File: config.mk
export PLATFORM = sky130hd
export DESIGN_NAME = cso_top
export DESIGN_NICKNAME = d
export VERILOG_FILES = /design/src/logic/cso_pkg.sv /design/src/logic/cso_sync_edge.sv /design/src/logic/cso_top.sv
export SDC_FILE = /design/constraint.sdc
export NUM_CORES = 1
export LEC_CHECK = 0
export ABC_AREA = 1
export BUFFER_PORTS_ARGS = -buffer_cell sky130_fd_sc_hd__buf_2
export CORE_ASPECT_RATIO = 1.25
export CORE_MARGIN = 2
export CORE_UTILIZATION = 49
export CTS_CLUSTER_SIZE = 14
export DETAILED_ROUTE_END_ITERATION = 8
export MAX_ROUTING_LAYER = met4
export PLACE_DENSITY = 0.74
export SLEW_MARGIN = 0
export SYNTH_ARGS = -nofsm -noshare
export SYNTH_HDL_FRONTEND = slang
export SYNTH_HIERARCHICAL = 1
export SYNTH_SLANG_ARGS = --single-unit
File: constraint.sdc
create_clock -name pclk -period 1.55 [get_ports pclk]
set_clock_uncertainty 0.2 [all_clocks]
set_input_delay 0.155 -clock pclk [delete_from_list [all_inputs] [get_ports pclk]]
set_output_delay 0.155 -clock pclk [all_outputs]
set_load 0.005 [all_outputs]
File: src/logic/cso_pkg.sv
package cso_pkg;

  // Register byte offsets
  localparam logic [7:0] CSO_OFF_CTRL0  = 8'h00;
  localparam logic [7:0] CSO_OFF_CTRL1  = 8'h04;
  localparam logic [7:0] CSO_OFF_T0CFG  = 8'h08;
  localparam logic [7:0] CSO_OFF_T1CTRL = 8'h0C;
  localparam logic [7:0] CSO_OFF_T0CNT  = 8'h10;
  localparam logic [7:0] CSO_OFF_T1CNT  = 8'h14;
  localparam logic [7:0] CSO_OFF_STAT   = 8'h18;

  // Control 0 fields
  localparam int CSO_C0_EN   = 7;
  localparam int CSO_C0_RM   = 6;
  localparam int CSO_C0_RNG  = 2;
  localparam int CSO_C0_DIR  = 1;
  localparam int CSO_C0_T0XS = 0;

  // Control 1 field
  localparam int CSO_C1_CH   = 0;

  // Timer0 config field
  localparam int CSO_T0_CS   = 0;

  // Timer1 control fields
  localparam int CSO_T1_CS   = 6;
  localparam int CSO_T1_GE   = 1;
  localparam int CSO_T1_ON   = 0;

  // Status fields
  localparam int CSO_ST_T0OV  = 0;
  localparam int CSO_ST_SLEEP = 1;

  // Reset values
  localparam logic [7:0] CSO_RST_CTRL0  = 8'h00;
  localparam logic [3:0] CSO_RST_CTRL1  = 4'h0;
  localparam logic       CSO_RST_T0CS   = 1'b1;
  localparam logic [7:0] CSO_RST_T1CTRL = 8'h00;

  // Encodings
  localparam logic [1:0] CSO_RNG_OFF   = 2'b00;
  localparam logic [1:0] CSO_T1CS_OSC  = 2'b11;

  // Instruction clock divides system clock by four
  localparam int CSO_FOSC_DIV = 4;

  typedef enum logic [1:0] {
    CSO_MODE_OFF,
    CSO_MODE_NOISE,
    CSO_MODE_DRIVE
  } cso_mode_t;

endpackage : cso_pkg

File: src/logic/cso_sync_edge.sv
`timescale 1ns/1ps
module cso_sync_edge (
  // Clock and reset
  input  wire logic clk,
  input  wire logic rst_n,
  // Asynchronous level in
  input  wire logic async_in,
  // Synchronised level and rising edge pulse
  output logic      level_o,
  output logic      rise_o
);

  logic meta_q;
  logic sync_q;
  logic prev_q;

  // Three flops; the second and third are read by logic
  always_ff @(posedge clk or negedge rst_n) begin
    if (!rst_n) begin
      meta_q <= 1'b0;
      sync_q <= 1'b0;
      prev_q <= 1'b0;
    end else begin
      meta_q <= async_in;
      sync_q <= meta_q;
      prev_q <= sync_q;
    end
  end

  assign level_o = sync_q;
  assign rise_o  = sync_q & ~prev_q;

endmodule : cso_sync_edge

File: src/logic/cso_top.sv
`timescale 1ns/1ps
module cso_top
  import cso_pkg::*;
#(
  parameter int T0_WIDTH = 8,
  parameter int T1_WIDTH = 16
) (
  // APB slave
  input  wire logic        pclk,
  input  wire logic        presetn,
  input  wire logic        psel,
  input  wire logic        penable,
  input  wire logic        pwrite,
  input  wire logic [7:0]  paddr,
  input  wire logic [31:0] pwdata,
  output logic             pready,
  output logic             pslverr,
  output logic [31:0]      prdata,
  // Oscillator and system inputs
  input  wire logic        osc_comp_in,
  input  wire logic        sleep_in,
  input  wire logic        timer1_gate_in,
  input  wire logic        t0_ext_pin_in,
  // Oscillator controls
  output logic             osc_enable_q,
  output logic             ref_variable_q,
  output logic [1:0]       current_level_q,
  output logic             current_drive_q,
  output logic             noise_mode_q,
  output logic [3:0]       channel_sel_q,
  output logic             channel_valid_q,
  // Timer events
  output logic             timer0_ovf_pulse_q,
  output logic             timer1_ovf_pulse_q
);

  // Software-visible state and internal signals
  logic                sense_module_enable_q;
  logic                reference_range_select_q;
  logic [1:0]          current_range_field_q;
  logic                timer0_external_source_select_q;
  logic [3:0]          channel_field_q;
  logic                timer0_clock_source_bit_q;
  logic [1:0]          timer1_clock_source_field_q;
  logic                timer1_gate_enable_q;
  logic                timer1_on_bit_q;
  logic [T0_WIDTH-1:0] t0_count_q;
  logic [T1_WIDTH-1:0] t1_count_q;
  logic                t0_ovf_flag_q;
  logic [1:0]          div_q;
  logic                fosc4_en;
  logic                osc_level;
  logic                osc_rise;
  logic                pin_rise;
  logic                wr_en;
  logic                setup;
  logic                t0_tick;
  logic                t1_tick;
  logic                t0_ovf;
  logic                t1_ovf;
  cso_mode_t           mode;

  function automatic logic addr_mapped(input logic [7:0] a);
    addr_mapped = (a == CSO_OFF_CTRL0)  || (a == CSO_OFF_CTRL1) ||
                  (a == CSO_OFF_T0CFG)  || (a == CSO_OFF_T1CTRL) ||
                  (a == CSO_OFF_T0CNT)  || (a == CSO_OFF_T1CNT) ||
                  (a == CSO_OFF_STAT);
  endfunction : addr_mapped

  // Oscillator and pin edges brought into pclk before counting
  cso_sync_edge u_osc_sync (
    .clk      (pclk),
    .rst_n    (presetn),
    .async_in (osc_comp_in),
    .level_o  (osc_level),
    .rise_o   (osc_rise)
  );

  cso_sync_edge u_pin_sync (
    .clk      (pclk),
    .rst_n    (presetn),
    .async_in (t0_ext_pin_in),
    .level_o  (),
    .rise_o   (pin_rise)
  );

  assign setup = psel & ~penable;
  assign wr_en = psel & penable & pready & pwrite;

  // Power mode decode
  always_comb begin
    if (!sense_module_enable_q) begin
      mode = CSO_MODE_OFF;
    end else if (current_range_field_q == CSO_RNG_OFF) begin
      mode = reference_range_select_q ? CSO_MODE_NOISE : CSO_MODE_OFF;
    end else begin
      mode = CSO_MODE_DRIVE;
    end
  end

  // Instruction clock enable
  always_ff @(posedge pclk or negedge presetn) begin
    if (!presetn) begin
      div_q <= 2'b00;
    end else begin
      div_q <= (div_q == 2'(CSO_FOSC_DIV - 1)) ? 2'b00 : div_q + 2'b01;
    end
  end
  assign fosc4_en = (div_q == 2'(CSO_FOSC_DIV - 1));

  // Timer0 source: oscillator, pin, or instruction clock; stopped in sleep
  always_comb begin
    if (sleep_in) begin
      t0_tick = 1'b0;
    end else if (!timer0_clock_source_bit_q && timer0_external_source_select_q) begin
      t0_tick = osc_rise;
    end else if (timer0_clock_source_bit_q) begin
      t0_tick = pin_rise;
    end else begin
      t0_tick = fosc4_en;
    end
  end

  // Timer1 enable and source; oscillator path keeps counting in sleep
  always_comb begin
    t1_tick = 1'b0;
    if (timer1_on_bit_q && (!timer1_gate_enable_q || timer1_gate_in)) begin
      if (timer1_clock_source_field_q == CSO_T1CS_OSC) begin
        t1_tick = osc_rise;
      end else begin
        t1_tick = fosc4_en & ~sleep_in;
      end
    end
  end

  assign t0_ovf = t0_tick & (&t0_count_q);
  assign t1_ovf = t1_tick & (&t1_count_q);

  // APB handshake: no wait state, answer registered
  always_ff @(posedge pclk or negedge presetn) begin
    if (!presetn) begin
      pready  <= 1'b0;
      pslverr <= 1'b0;
    end else begin
      pready  <= setup;
      pslverr <= setup & ~addr_mapped(paddr);
    end
  end

  // Read data latched during setup
  always_ff @(posedge pclk or negedge presetn) begin
    if (!presetn) begin
      prdata <= 32'h0000_0000;
    end else if (setup) begin
      prdata <= 32'h0000_0000;
      case (paddr)
        CSO_OFF_CTRL0: begin
          prdata[CSO_C0_EN]             <= sense_module_enable_q;
          prdata[CSO_C0_RM]             <= reference_range_select_q;
          prdata[CSO_C0_RNG +: 2]       <= current_range_field_q;
          prdata[CSO_C0_DIR]            <= sense_module_enable_q &
                                           (mode != CSO_MODE_OFF) & osc_level;
          prdata[CSO_C0_T0XS]           <= timer0_external_source_select_q;
        end
        CSO_OFF_CTRL1:  prdata[CSO_C1_CH +: 4] <= channel_field_q;
        CSO_OFF_T0CFG:  prdata[CSO_T0_CS]      <= timer0_clock_source_bit_q;
        CSO_OFF_T1CTRL: begin
          prdata[CSO_T1_CS +: 2]        <= timer1_clock_source_field_q;
          prdata[CSO_T1_GE]             <= timer1_gate_enable_q;
          prdata[CSO_T1_ON]             <= timer1_on_bit_q;
        end
        CSO_OFF_T0CNT:  prdata[T0_WIDTH-1:0]   <= t0_count_q;
        CSO_OFF_T1CNT:  prdata[T1_WIDTH-1:0]   <= t1_count_q;
        CSO_OFF_STAT: begin
          prdata[CSO_ST_T0OV]           <= t0_ovf_flag_q;
          prdata[CSO_ST_SLEEP]          <= sleep_in;
        end
        default:        prdata <= 32'h0000_0000;
      endcase
    end
  end

  // Sense control registers
  always_ff @(posedge pclk or negedge presetn) begin
    if (!presetn) begin
      sense_module_enable_q           <= CSO_RST_CTRL0[CSO_C0_EN];
      reference_range_select_q        <= CSO_RST_CTRL0[CSO_C0_RM];
      current_range_field_q           <= CSO_RST_CTRL0[CSO_C0_RNG +: 2];
      timer0_external_source_select_q <= CSO_RST_CTRL0[CSO_C0_T0XS];
      channel_field_q                 <= CSO_RST_CTRL1;
    end else if (wr_en) begin
      if (paddr == CSO_OFF_CTRL0) begin
        sense_module_enable_q           <= pwdata[CSO_C0_EN];
        reference_range_select_q        <= pwdata[CSO_C0_RM];
        current_range_field_q           <= pwdata[CSO_C0_RNG +: 2];
        timer0_external_source_select_q <= pwdata[CSO_C0_T0XS];
      end
      if (paddr == CSO_OFF_CTRL1) begin
        channel_field_q <= pwdata[CSO_C1_CH +: 4];
      end
    end
  end

  // Timer configuration registers
  always_ff @(posedge pclk or negedge presetn) begin
    if (!presetn) begin
      timer0_clock_source_bit_q   <= CSO_RST_T0CS;
      timer1_clock_source_field_q <= CSO_RST_T1CTRL[CSO_T1_CS +: 2];
      timer1_gate_enable_q        <= CSO_RST_T1CTRL[CSO_T1_GE];
      timer1_on_bit_q             <= CSO_RST_T1CTRL[CSO_T1_ON];
    end else if (wr_en) begin
      if (paddr == CSO_OFF_T0CFG) begin
        timer0_clock_source_bit_q <= pwdata[CSO_T0_CS];
      end
      if (paddr == CSO_OFF_T1CTRL) begin
        timer1_clock_source_field_q <= pwdata[CSO_T1_CS +: 2];
        timer1_gate_enable_q        <= pwdata[CSO_T1_GE];
        timer1_on_bit_q             <= pwdata[CSO_T1_ON];
      end
    end
  end

  // Timer0 counter; a write loads it, a tick increments it
  always_ff @(posedge pclk or negedge presetn) begin
    if (!presetn) begin
      t0_count_q <= '0;
    end else if (wr_en && paddr == CSO_OFF_T0CNT) begin
      t0_count_q <= pwdata[T0_WIDTH-1:0];
    end else if (t0_tick) begin
      t0_count_q <= t0_count_q + 1'b1;
    end
  end

  // Timer1 counter
  always_ff @(posedge pclk or negedge presetn) begin
    if (!presetn) begin
      t1_count_q <= '0;
    end else if (wr_en && paddr == CSO_OFF_T1CNT) begin
      t1_count_q <= pwdata[T1_WIDTH-1:0];
    end else if (t1_tick) begin
      t1_count_q <= t1_count_q + 1'b1;
    end
  end

  // Timer0 overflow flag, write one to clear, set wins
  always_ff @(posedge pclk or negedge presetn) begin
    if (!presetn) begin
      t0_ovf_flag_q <= 1'b0;
    end else if (t0_ovf) begin
      t0_ovf_flag_q <= 1'b1;
    end else if (wr_en && paddr == CSO_OFF_STAT && pwdata[CSO_ST_T0OV]) begin
      t0_ovf_flag_q <= 1'b0;
    end
  end

  // Overflow pulses for time base logic outside
  always_ff @(posedge pclk or negedge presetn) begin
    if (!presetn) begin
      timer0_ovf_pulse_q <= 1'b0;
      timer1_ovf_pulse_q <= 1'b0;
    end else begin
      timer0_ovf_pulse_q <= t0_ovf;
      timer1_ovf_pulse_q <= t1_ovf;
    end
  end

  // Oscillator analog controls
  always_ff @(posedge pclk or negedge presetn) begin
    if (!presetn) begin
      osc_enable_q    <= 1'b0;
      ref_variable_q  <= 1'b0;
      current_level_q <= CSO_RNG_OFF;
      current_drive_q <= 1'b0;
      noise_mode_q    <= 1'b0;
      channel_sel_q   <= 4'h0;
      channel_valid_q <= 1'b0;
    end else begin
      osc_enable_q    <= (mode != CSO_MODE_OFF);
      ref_variable_q  <= reference_range_select_q;
      current_level_q <= current_range_field_q;
      current_drive_q <= (mode == CSO_MODE_DRIVE);
      noise_mode_q    <= (mode == CSO_MODE_NOISE);
      channel_sel_q   <= sense_module_enable_q ? channel_field_q : 4'h0;
      channel_valid_q <= sense_module_enable_q;
    end
  end

endmodule : cso_top

* After elaboration in Yosys (flattened, before gate mapping)
Index checks and enable logic that the tools add are counted.
Storage, ports and cells: bits in registers 78
Operators by class: $add $sub $neg 3, equal/unequal tests 10, multiplexer cells 22, bitwise operators 17, reductions and logical operators 27
Operators with widths (count):
- $mux 16 | 2
- $eq 8x5->1 const B | 3
- $mux 8 | 3
- $add 16x1->16 const B | 1
- $eq 8x4->1 const B | 2
- $pmux 2 s4 | 2
- $reduce_and 16->1 | 1
- $and 1x1->1 | 12
- $add 8x1->8 const B | 1
- $eq 8x3->1 const B | 1
- $logic_not 8->1 | 1
- $mux 1 | 8
- $reduce_and 2->1 | 4
- $reduce_and 8->1 | 1
- $reduce_bool 2->1 | 4
- $logic_or 1x1->1 | 7
- $pmux 1 s7 | 1
- $eq 2x2->1 const B | 3
- $logic_and 1x1->1 | 6
- $mux 2 | 3
- $pmux 1 s6 | 1
- $not 1->1 | 5
- $mux 4 | 1
- $pmux 2 s2 | 1
- other kinds (4) | 5

* Logic depth before layout (Yosys ltp)
Gate-level depths: netlist (run 1).
word-level depth 9, gate-level depth with buffers 10

* Hierarchy
The synthesis (run 1) kept the hierarchy.
By module, submodules not included:
- cso_top | instances 1, cells each 506, area an instance 3918.8 sq um, seq. area each 1803.0 sq um
- cso_sync_edge | instances 2, cells each 5, area an instance 85.1 sq um, seq. area each 75.1 sq um

* Worst setup path after synthesis (run 1)
Ideal clock, no wire load.
path kind reg-to-reg, start point register div_q[0], end point register t1_count_q[4], library setup time 128 ps, data arrival time 1245 ps, setup slack -24 ps, cell stages (with the launch flop) 10, buffers on the path 1, clock period less this slack 1574 ps, path through dfrtp_1 > ha_1 > inv_1 > o21ai_1 > nand3_1 > nand2_4 > inv_2 > buf_6 > nand2_2 > o211ai_2
On the way: longest elaborated chain between the ends 5
Ends and longest elaborated chain:
- from (decl) | RTL line cso_top.sv:50 | logic [1:0] div_q;
- from (signal assigned) | RTL line cso_top.sv:106 | div_q <= (div_q == 2'(CSO_FOSC_DIV - 1)) ? 2'b00 : div_q + 2'b01;
- $eq 2x2->1 | RTL line cso_top.sv:109 | assign fosc4_en = (div_q == 2'(CSO_FOSC_DIV - 1));
- $and 1x1->1 | RTL line cso_top.sv:131 | t1_tick = fosc4_en & ~sleep_in;
- $mux 1 | RTL line cso_top.sv:128 | if (timer1_clock_source_field_q == CSO_T1CS_OSC) begin
- $mux 1 | RTL line cso_top.sv:127 | if (timer1_on_bit_q && (!timer1_gate_enable_q || timer1_gate_in)) begin
- $reduce_bool 2->1 (no line)
- to (signal assigned) | RTL line cso_top.sv:239 | t1_count_q <= pwdata[T1_WIDTH-1:0];
- to (signal assigned) | RTL line cso_top.sv:241 | t1_count_q <= t1_count_q + 1'b1;
- to (decl) | RTL line cso_top.sv:48 | logic [T1_WIDTH-1:0] t1_count_q;
Every way passes these cells. A chain may end at the register's enable or synchronous reset.

* Worst setup path in the final report (run 1)
start point register t1_count_q[0], end point register t1_count_q[11]
On the way: longest elaborated chain between the ends 3
Ends and longest elaborated chain:
- $add 16x1->16 | RTL line cso_top.sv:241
- $mux 16 | RTL line cso_top.sv:240 | end else if (t1_tick) begin
- $mux 16 | RTL line cso_top.sv:238 | end else if (wr_en && paddr == CSO_OFF_T1CNT) begin
Every way passes these cells. The select of a mux whose other input is x is not followed.

==> results of run 1 <==
==> registers in the layout, summed over array words and instances, names as in the netlist, 2 cells and up <==
| signal | cells |
|---|---|
| prdata | 16 |
| t1_count_q | 16 |
| current_range_field_q | 2 |
| channel_field_q | 4 |
| timer1_clock_source_field_q | 2 |
| channel_sel_q | 4 |
| t0_count_q | 8 |
| div_q | 2 |
| current_level_q | 2 |
==> layout make-up <==
cell class	instances	area (um^2)	area share (%)
timing repair inverter	2	13.8	0.240
sequential	78	1960	34.2
multi-input combinational	369	2060	36.0
timing repair buffer	158	1150	20.0
clock inverter	7	80.1	1.40
clock buffer	9	124	2.16
inverter	56	224	3.91
tap	97	121	2.12
==> critical path, stage by stage (launching register included) <==
cell                      delay, ps
sky130_fd_sc_hd__dfrtp_1        440
sky130_fd_sc_hd__buf_4          170
sky130_fd_sc_hd__buf_4          130
sky130_fd_sc_hd__inv_1           70
sky130_fd_sc_hd__nor2_1          50
sky130_fd_sc_hd__nand3_1        130
sky130_fd_sc_hd__xor2_1         170
sky130_fd_sc_hd__nand2_1         70
sky130_fd_sc_hd__nand2_1         60
sky130_fd_sc_hd__nand2_1         60
==> what timing repair did <==
item | 4_1_cts | 5_1_grt
endpoints found under the setup margin | 26 | 43
gates cloned | 3 | 1
hold buffers | 26 | 0
resized for setup | 28 | 57
pin swaps | 9 | 25
endpoints found under the hold margin | 121 | 0
buffers inserted | 5 | 4
==> final timing paths <==
path,to,cells past startpoint
max reg2reg,t1_count_q[11],9
min in group pclk,timer0_clock_source_bit_q,5
min,osc_enable_q,2
min reg2reg,u_osc_sync/level_o,0
max,t1_count_q[11],9
max in group asynchronous,t1_count_q[13],3
==> kinds of logic (layout without fill, tap and decap cells) <==
group                    after synthesis  in the layout
AO/OA/AOI/OAI                         54             54
other                                  1             16
AND/OR/NAND/NOR                      284            284
XOR/XNOR                              12             12
flip-flops                            78             78
buffers and inverters                 84            232
adder cells (fa/ha/maj)                3              3
==> layer usage <==
metal / wire, um / GRT usage (%)
met3: 702 / 4.35
met2: 6260 / 45.2
met5: 0 / -
met1: 4610 / 31.1
met4: 480 / 15.3
==> cell usage after synthesis (all sizes together) <==
cell / count / area [um^2]
nor2: 41 / 195
and2: 1 / 6.26
o31ai: 5 / 37.5
o22ai: 2 / 12.5
nand4: 5 / 31.3
xor2: 11 / 96.3
inv: 54 / 203
a311oi: 1 / 8.76
dfstp: 1 / 26.3
clkinv: 2 / 7.51
buf: 24 / 171
dfrtp: 77 / 1930
xnor2: 1 / 8.76
a21boi: 1 / 7.51
nor3: 5 / 25.0
clkbuf: 4 / 15.0
or2: 3 / 18.8
nand3: 66 / 353
ha: 3 / 37.5
o21ai: 32 / 160
a21oi: 2 / 10.0
o211ai: 11 / 87.6
conb: 1 / 3.75
nand2: 163 / 639
==> power by group <==
part,switching (mW),internal [mW]
registers,0.0845,2.09
logic,0.279,0.259
clock network,0.856,0.766
total,1.22,3.11
==> per-stage QoR <==
step / hold slack (ps) / cell area (um^2) / std cells / power [mW]
2_1_floorplan: -341 / 4150 / 531 / 2.37
3_3_place_gp: -90.0 / 4850 / 721 / 2.56
3_5_place_dp: -84.3 / 4850 / 721 / 2.58
4_1_cts: 50.2 / 5470 / 771 / 4.22
5_1_grt: 88.1 / 5730 / 776 / 4.47
6_report: 56.1 / 5730 / 776 / 4.33
==> results.py, run 1 <==
metrics = {
    "status": {
        "outcome": "complete, but fails checks",
        "violations": "setup timing",
    },
    "final_layout": {
        "final_cell_mix": "sky130_fd_sc_hd__nand2_1, sky130_fd_sc_hd__dfrtp_1, sky130_fd_sc_hd__buf_2, sky130_fd_sc_hd__buf_4, sky130_fd_sc_hd__inv_1",
        "post_route_cells_drive_above_1_share_pct": 32.8,
        "most_common_cell_after_layout_fill_and_taps_aside": "sky130_fd_sc_hd__nand2_1",
        "n_antenna_cell": 0,
        "layout-area-overhead-vs-synth_pct": 40.0,
        "layout.filler_cells": 592,
        "finish.net_count": 726,
        "finalCoreUtilization_pct": 70.3,
    },
    "clocking": {
        "h-tree-depth": 3,
        "clkSinkCount": 78,
        "cts_root_buffer": "sky130_fd_sc_hd__clkbuf_8",
        "worst_setup_hold_path_clk_slew_ps": 90,
        "tritoncts_clock_tree": "yes",
        "clock_insertion_delay_worst_skew_ps": 380,
        "clock_path_buffers": 2,
        "cts_buffers": 9,
    },
    "worst_setup_path": {
        "reg2reg_from": "t1_count_q[0]",
        "nature_of_the_critical_path_endpoint": "register",
        "worstSetupStartpointType": "register",
        "beginning_of_the_critical_path": "t1_count_q[0]",
        "worstPathMaxFanout": 2,
        "regToRegSetupSlack_ps": -100,
        "timing_worst_setup_path_type": "reg2reg",
        "worstPathArrival_ps": 1720,
        "required_ps": 1620,
    },
    "floorplan": {
        "floorplan.die.height_um": 106,
        "placement_rows": 37,
        "horizontal_die_dimension_um": 85.7,
        "initial_utilization_pct": 50.2,
        "dieArea_um2": 9100,
        "boundaryPins": 96,
        "coreArea_um2": 8150,
    },
    "yosys": {
        "synth_top_family_by_area": "simple AND/OR/NAND/NOR gates",
        "yosys.area_share.adder_pct": 0.918,
        "ys_seq_area_share_pct": 47.8,
        "synthMuxAreaShare_pct": 0,
        "netlist-cell-type-count": 36,
        "synth.avg_cell_area_um2": 7.92,
        "synth-compound-area-share_pct": 7.93,
        "yosys_warnings": 6,
        "netlist_instances": 516,
        "synth.cell_area_um2": 4090,
        "yosys_register_bits": 78,
        "synth-simple-area-share_pct": 31.0,
        "post_synth_xor_area_fraction_pct": 2.57,
    },
    "global_routing": {
        "grt_start_max_net_pins": 33,
        "globalRoute.totalOverflow": 0,
        "initial_antenna_violation_count": 0,
        "grt_first_pass_wirelength_um": 18600,
        "vias_in_the_first_global_route": 3999,
        "gr-usage-all-layers_pct": 27.2,
    },
    "sta": {
        "clock.fmax_mhz": 604,
        "rsz0062_at_grt": "true",
        "final.period_utilization_pct": 107,
        "setup-tns-final_ps": -1240,
        "finalHoldViolations": 0,
        "setup_slack_ps": -105,
        "final_period_minus_worst_setup_slack_ps": 1650,
        "setup_viol": 24,
        "drv_slew": 0,
    },
    "placed_design": {
        "port_buffers": 63,
        "detailedPlace.worstSlack_ps": -154,
        "final_weighted_congestion_in_routability_driven_placement": 0.974,
        "dp_hpwl_um": 8040,
    },
    "route": {
        "avgViaCountPerCell": 5.31,
        "route.detailed.drc": 0,
        "postRouteAntennaNets": 0,
        "finalWirelength_um": 12100,
        "drt_first_pass_iters": 6,
        "dr.first_iter.drc_count": 259,
        "detail_route.wl_per_cell_um": 15.5,
        "detailroute.via_count": 4121,
    },
    "job": {
        "max-cap-violations": 0,
    },
    "hold_path": {
        "min_path_type": "in2async",
    },
    "power_and_ir_drop": {
        "pwr_dens_nw_per_um2": 757,
        "peakVddDrop_uv": 556,
        "power.leakage_nw": 2.98,
    },
}
(Power assumes the default switching activity.)
==> run 2, diff against run 1 <==
--- a/config.mk
+++ b/config.mk
@@ -13,7 +13,7 @@
 export CTS_CLUSTER_SIZE = 14
 export DETAILED_ROUTE_END_ITERATION = 8
 export MAX_ROUTING_LAYER = met4
-export PLACE_DENSITY = 0.74
+export PLACE_DENSITY = 0.77
 export SLEW_MARGIN = 0
 export SYNTH_ARGS = -nofsm -noshare
 export SYNTH_HDL_FRONTEND = slang
==> run 2 against run 1 <==
The run still ends with setup timing left. Power fell by 3.2%. Die area unchanged. Sequential power barely moved. Combinational power is 2% lower. Maximum frequency is 0.42% lower. Cell area hardly changed. First-iteration DRC count is 28% higher. Largest power group unchanged.
==> results.py, run 2 (synthesis results as in run 1) <==
metrics = {
    "floorplan": {
        "initial_utilization_pct": 50.2,
        "floorplan.die.height_um": 106,
        "coreArea_um2": 8150,
        "placement_rows": 37,
        "horizontal_die_dimension_um": 85.7,
        "boundaryPins": 96,
        "dieArea_um2": 9100,
    },
    "worst_setup_path": {
        "worstSetupStartpointType": "register",
        "reg2reg_from": "div_q[0]",
        "critical_path.max_stage_delay_ps": 370,
        "beginning_of_the_critical_path": "div_q[0]",
        "required_ps": 1660,
        "cpLargestDelayFamily": "simple AND/OR/NAND/NOR gates",
        "nature_of_the_critical_path_endpoint": "register",
        "cpMaxStageDelayCell": "sky130_fd_sc_hd__dfrtp_1",
        "worstPathMaxFanout": 2,
        "timing_worst_setup_path_type": "reg2reg",
        "crit_path_cell_trace": "ha_2 -> inv_2 -> o21ai_4 -> nand2_2 -> nor2_4 -> nand2_4 -> buf_6 -> nand2_2 -> nand2_1 -> nand2_1",
        "worst-path-buf-inv": 2,
        "worstPathArrival_ps": 1770,
    },
    "final_layout": {
        "final_cell_mix": "sky130_fd_sc_hd__nand2_1, sky130_fd_sc_hd__dfrtp_1, sky130_fd_sc_hd__buf_2, sky130_fd_sc_hd__inv_1, sky130_fd_sc_hd__buf_4",
        "n_antenna_cell": 0,
        "fin_cells": 765,
        "finish.net_count": 717,
        "most_common_cell_after_layout_fill_and_taps_aside": "sky130_fd_sc_hd__nand2_1",
        "post_route_cells_drive_above_1_share_pct": 33.5,
        "finalCoreUtilization_pct": 70.3,
        "biggestRegsByFlops": "prdata: 16 flops, t1_count_q: 16 flops, t0_count_q: 8 flops",
        "layout-area-overhead-vs-synth_pct": 40.0,
    },
    "power_and_ir_drop": {
        "pwr_dens_nw_per_um2": 733,
        "finalPower_mw": 4.20,
        "peakVddDrop_uv": 637,
        "power.leakage_nw": 2.98,
    },
    "clocking": {
        "cts_root_buffer": "sky130_fd_sc_hd__clkbuf_8",
        "clock_path_buffers": 2,
        "h-tree-depth": 3,
        "worst_setup_hold_path_clk_slew_ps": 80,
        "tritoncts_clock_tree": "yes",
        "clkSinkCount": 78,
        "clock_insertion_delay_worst_skew_ps": 370,
        "cts_buffers": 9,
    },
    "placed_design": {
        "final_weighted_congestion_in_routability_driven_placement": 0.903,
        "detailedPlace.worstSlack_ps": -242,
        "placed_cells": 714,
        "port_buffers": 63,
        "dp_hpwl_um": 7790,
    },
    "route": {
        "postRouteAntennaNets": 0,
        "finalWirelength_um": 12100,
        "detailroute.via_count": 4174,
        "drt_first_pass_iters": 5,
        "dr.first_iter.drc_count": 331,
        "route.detailed.drc": 0,
        "detail_route.wl_per_cell_um": 15.8,
        "avgViaCountPerCell": 5.46,
    },
    "sta": {
        "drv_slew": 0,
        "setup_slack_ps": -112,
        "finalHoldViolations": 0,
        "clock.fmax_mhz": 602,
        "final.period_utilization_pct": 107,
        "rsz0062_at_grt": "true",
        "setup_viol": 23,
        "final_period_minus_worst_setup_slack_ps": 1660,
    },
    "global_routing": {
        "grt_first_pass_wirelength_um": 17700,
        "initial_antenna_violation_count": 0,
        "globalRoute.totalOverflow": 0,
        "vias_in_the_first_global_route": 3816,
        "gr-usage-all-layers_pct": 25.6,
        "grt_start_max_net_pins": 34,
    },
    "job": {
        "max-cap-violations": 0,
    },
    "status": {
        "violations": "setup timing",
        "outcome": "complete, but fails checks",
    },
    "hold_path": {
        "min_path_type": "in2async",
    },
}
==> run 2: worst paths after layout <==
kind | endpoint | slack, ps | cells past startpoint
min in group pclk | timer0_clock_source_bit_q | 60 | 5
hold reg to reg | u_pin_sync/level_o | 160 | 0
setup reg to reg | t1_count_q[15] | -110 | 10
hold / removal | osc_enable_q | 60 | 2
setup / recovery | t1_count_q[15] | -110 | 10
max in group asynchronous | t1_count_q[2] | 520 | 3
==> run 2: metal layers <==
metal | global-route usage [%] | wire (um) | up-vias
li1 | - | - | 1930
met1 | 30.2 | 4580 | 1973
met2 | 43.4 | 6120 | 223
met3 | 3.18 | 885 | 48
met4 | 12.1 | 465 | 0
met5 | - | 0 | -
==> run 2: report_power, final <==
part / internal, mW / leakage [nW] / switching [mW]
Sequential: 2.09 / 1.03 / 0.0568
Combinational: 0.245 / 1.85 / 0.281
Clock: 0.773 / 0.0915 / 0.752
==> run 2: final cells by class <==
class	count	area [um^2]
inverters	56	246
clock buffers	11	141
repair buffers	147	1070
repair inverters	3	21.3
fillers	574	2420
flip-flops and latches	78	1950
multi-input cells	370	2120
well taps	97	121
clock inverters	3	46.3
==> run 2: metrics by stage <==
step	cell area [um^2]	hold WS (ps)	TNS (ps)
6_report	5720	56.3	-1520
5_1_grt	5720	93.2	-3670
4_1_cts	5410	43.8	-998
3_5_place_dp	4800	-74.9	-3860
3_3_place_gp	4800	-80.2	-2360
2_1_floorplan	4150	-341	-15.0
==> run 2: timing repair <==
item,in CTS,in global routing
endpoints found under the setup margin,26,50
pin swaps,14,28
gates resized for setup,37,68
buffers inserted,1,3
hold buffers,26,0
hold endpoints to repair,119,0
gates cloned,3,4
==> run 3, diff against run 2 <==
--- a/config.mk
+++ b/config.mk
@@ -14,6 +14,7 @@
 export DETAILED_ROUTE_END_ITERATION = 8
 export MAX_ROUTING_LAYER = met4
 export PLACE_DENSITY = 0.77
+export SETUP_SLACK_MARGIN = 0.05
 export SLEW_MARGIN = 0
 export SYNTH_ARGS = -nofsm -noshare
 export SYNTH_HDL_FRONTEND = slang
==> run 3 against run 2 <==
The run still ends with setup timing left. Largest cell class unchanged. Critical path type unchanged. Power rose by 4.1%. Highest routed layer unchanged. Register-to-register slack gained 30 ps. Maximum frequency grew 2.1%. Count of clock-buffer cells in the layout decreased by 1. Utilization fell by 1.4 points. Final cell count shrank 1.3%. Sequential cell count stayed put. Critical endpoint is now t0_count_q[3]. Sequential share of layout area grew 0.75 points. Largest power group unchanged. Via count down 3.9%. Sequential power about the same.
==> results.py, run 3 (synthesis results as in run 1) <==
metrics = {
    "worst_setup_path": {
        "worstSetupStartpointType": "register",
        "crit_path_cell_trace": "ha_2 -> buf_4 -> nand2_2 -> nand3_2 -> nand2_4 -> buf_6 -> nand3_2 -> o211ai_1",
        "critical_path.max_stage_delay_ps": 390,
        "beginning_of_the_critical_path": "div_q[0]",
        "cpMaxStageDelayCell": "sky130_fd_sc_hd__dfrtp_1",
        "reg2reg_from": "div_q[0]",
        "cpLargestDelayFamily": "flip-flops",
        "timing_worst_setup_path_type": "reg2reg",
        "worstPathMaxFanout": 5,
        "worst-path-buf-inv": 2,
        "required_ps": 1630,
        "nature_of_the_critical_path_endpoint": "register",
        "timing.critical_path.mode_cell": "sky130_fd_sc_hd__nand3_2",
        "worstPathArrival_ps": 1710,
    },
    "clocking": {
        "worst_setup_hold_path_clk_slew_ps": 90,
        "clock_path_buffers": 2,
        "clock_insertion_delay_worst_skew_ps": 370,
        "tritoncts_clock_tree": "yes",
        "cts_root_buffer": "sky130_fd_sc_hd__clkbuf_8",
        "cts_buffers": 9,
        "clkSinkCount": 78,
        "h-tree-depth": 3,
    },
    "route": {
        "detailroute.via_count": 4012,
        "finalWirelength_um": 11500,
        "detail_route.wl_per_cell_um": 15.2,
        "drt_first_pass_iters": 5,
        "dr.first_iter.drc_count": 311,
        "route.detailed.drc": 0,
        "avgViaCountPerCell": 5.31,
        "postRouteAntennaNets": 0,
    },
    "placed_design": {
        "dpl_cell_area_um2": 4790,
        "dp_hpwl_um": 7750,
        "port_buffers": 63,
        "final_weighted_congestion_in_routability_driven_placement": 0.930,
        "detailedPlace.worstSlack_ps": -161,
        "placed_cells": 712,
    },
    "final_layout": {
        "post-route-cell-area_um2": 5610,
        "fin_cells": 755,
        "finalCoreUtilization_pct": 68.8,
        "most_common_cell_after_layout_fill_and_taps_aside": "sky130_fd_sc_hd__nand2_1",
        "final_cell_mix": "sky130_fd_sc_hd__nand2_1, sky130_fd_sc_hd__dfrtp_1, sky130_fd_sc_hd__buf_2, sky130_fd_sc_hd__inv_1, sky130_fd_sc_hd__buf_4",
        "layout.filler_cells": 603,
        "biggestRegsByFlops": "prdata: 16 flops, t1_count_q: 16 flops, t0_count_q: 8 flops",
        "n_antenna_cell": 0,
        "post_route_cells_drive_above_1_share_pct": 31.6,
        "finish.net_count": 705,
        "layout-area-overhead-vs-synth_pct": 37.1,
    },
    "floorplan": {
        "dieArea_um2": 9100,
        "initial_utilization_pct": 50.2,
        "floorplan.die.height_um": 106,
        "boundaryPins": 96,
        "coreArea_um2": 8150,
        "horizontal_die_dimension_um": 85.7,
        "placement_rows": 37,
    },
    "job": {
        "max-cap-violations": 0,
    },
    "sta": {
        "worst_slew_margin_rel_pct": 59.3,
        "drv_slew": 0,
        "clock.fmax_mhz": 614,
        "finalHoldViolations": 0,
        "final.period_utilization_pct": 105,
        "setup_slack_ps": -77.5,
        "hold_ws_ps": 36.9,
        "setup_viol": 22,
        "worst_margin_slew_ps": 610,
        "final_period_minus_worst_setup_slack_ps": 1630,
        "setup-tns-final_ps": -858,
        "rsz0062_at_grt": "true",
    },
    "global_routing": {
        "grt_first_pass_wirelength_um": 18300,
        "vias_in_the_first_global_route": 3883,
        "gr-usage-all-layers_pct": 26.5,
        "globalRoute.totalOverflow": 0,
        "grt_start_max_net_pins": 39,
        "initial_antenna_violation_count": 0,
    },
    "power_and_ir_drop": {
        "power.leakage_nw": 2.95,
        "pwr_dens_nw_per_um2": 779,
        "finalPower_mw": 4.37,
        "peakVddDrop_uv": 668,
    },
    "hold_path": {
        "min_path_type": "in2async",
    },
    "status": {
        "outcome": "complete, but fails checks",
        "violations": "setup timing",
    },
}
[run 3: changes by cell type in the layout (fill, tap and decap cells not counted), moves of 3 or more]
cell                      previous run  this run
sky130_fd_sc_hd__buf_6              10         5
sky130_fd_sc_hd__nand3_2            30        24
sky130_fd_sc_hd__nand2_1           142       145
sky130_fd_sc_hd__nand3_4             3         6
sky130_fd_sc_hd__o31ai_1             2         5
sky130_fd_sc_hd__o31ai_2             3         0
[run 3: worst reg2reg max path: stages, from the launching register on]
cell and delay (ps):
sky130_fd_sc_hd__dfrtp_1 390, sky130_fd_sc_hd__ha_2 180, sky130_fd_sc_hd__buf_4 130, sky130_fd_sc_hd__nand2_2 60, sky130_fd_sc_hd__nand3_2 80, sky130_fd_sc_hd__nand2_4 170, sky130_fd_sc_hd__buf_6 150, sky130_fd_sc_hd__nand3_2 70
sky130_fd_sc_hd__o211ai_1 110
[run 3: worst paths after layout]
kind / end / cells after the start / slack [ps]
setup / recovery: t0_count_q[3] / 8 / -80
hold / removal: u_osc_sync/prev_q / 2 / 40
setup reg to reg: t0_count_q[3] / 8 / -80
hold reg to reg: u_osc_sync/level_o / 0 / 150
max in group asynchronous: t1_count_q[8] / 3 / 540
min in group pclk: timer0_clock_source_bit_q / 5 / 50
[run 3: metal layers]
metal | vias to the layer above | GRT usage (%) | wire length [um]
met2 | 179 | 45.0 | 5990
met1 | 1895 | 31.4 | 4390
met5 | - | - | 0
li1 | 1901 | - | -
met4 | 0 | 10.3 | 389
met3 | 37 | 4.43 | 740
[run 3: final cells by class]
| type | instances | area (um^2) | area share [%] |
|---|---|---|---|
| timing repair inverter | 1 | 8.76 | 0.156 |
| timing repair buffer | 138 | 975 | 17.4 |
| tap | 97 | 121 | 2.16 |
| clock buffer | 10 | 138 | 2.45 |
| multi-input combinational | 369 | 2090 | 37.2 |
| sequential | 78 | 1960 | 34.9 |
| clock inverter | 6 | 92.6 | 1.65 |
| inverter | 56 | 228 | 4.06 |
[run 3: timing repair]
item                       CTS  global route
resized for setup           47            35
setup endpoints to repair   28            32
pin swaps                   15            16
cloned                       1             0
hold endpoints to repair   119             0
setup buffers                1             0
hold buffers                25             0
[run 3: power breakdown]
group | internal, mW | total [mW] | leakage [nW] | switching [mW]
clock network | 0.958 | 1.75 | 0.109 | 0.788
logic | 0.210 | 0.465 | 1.81 | 0.255
registers | 2.09 | 2.16 | 1.03 | 0.0703
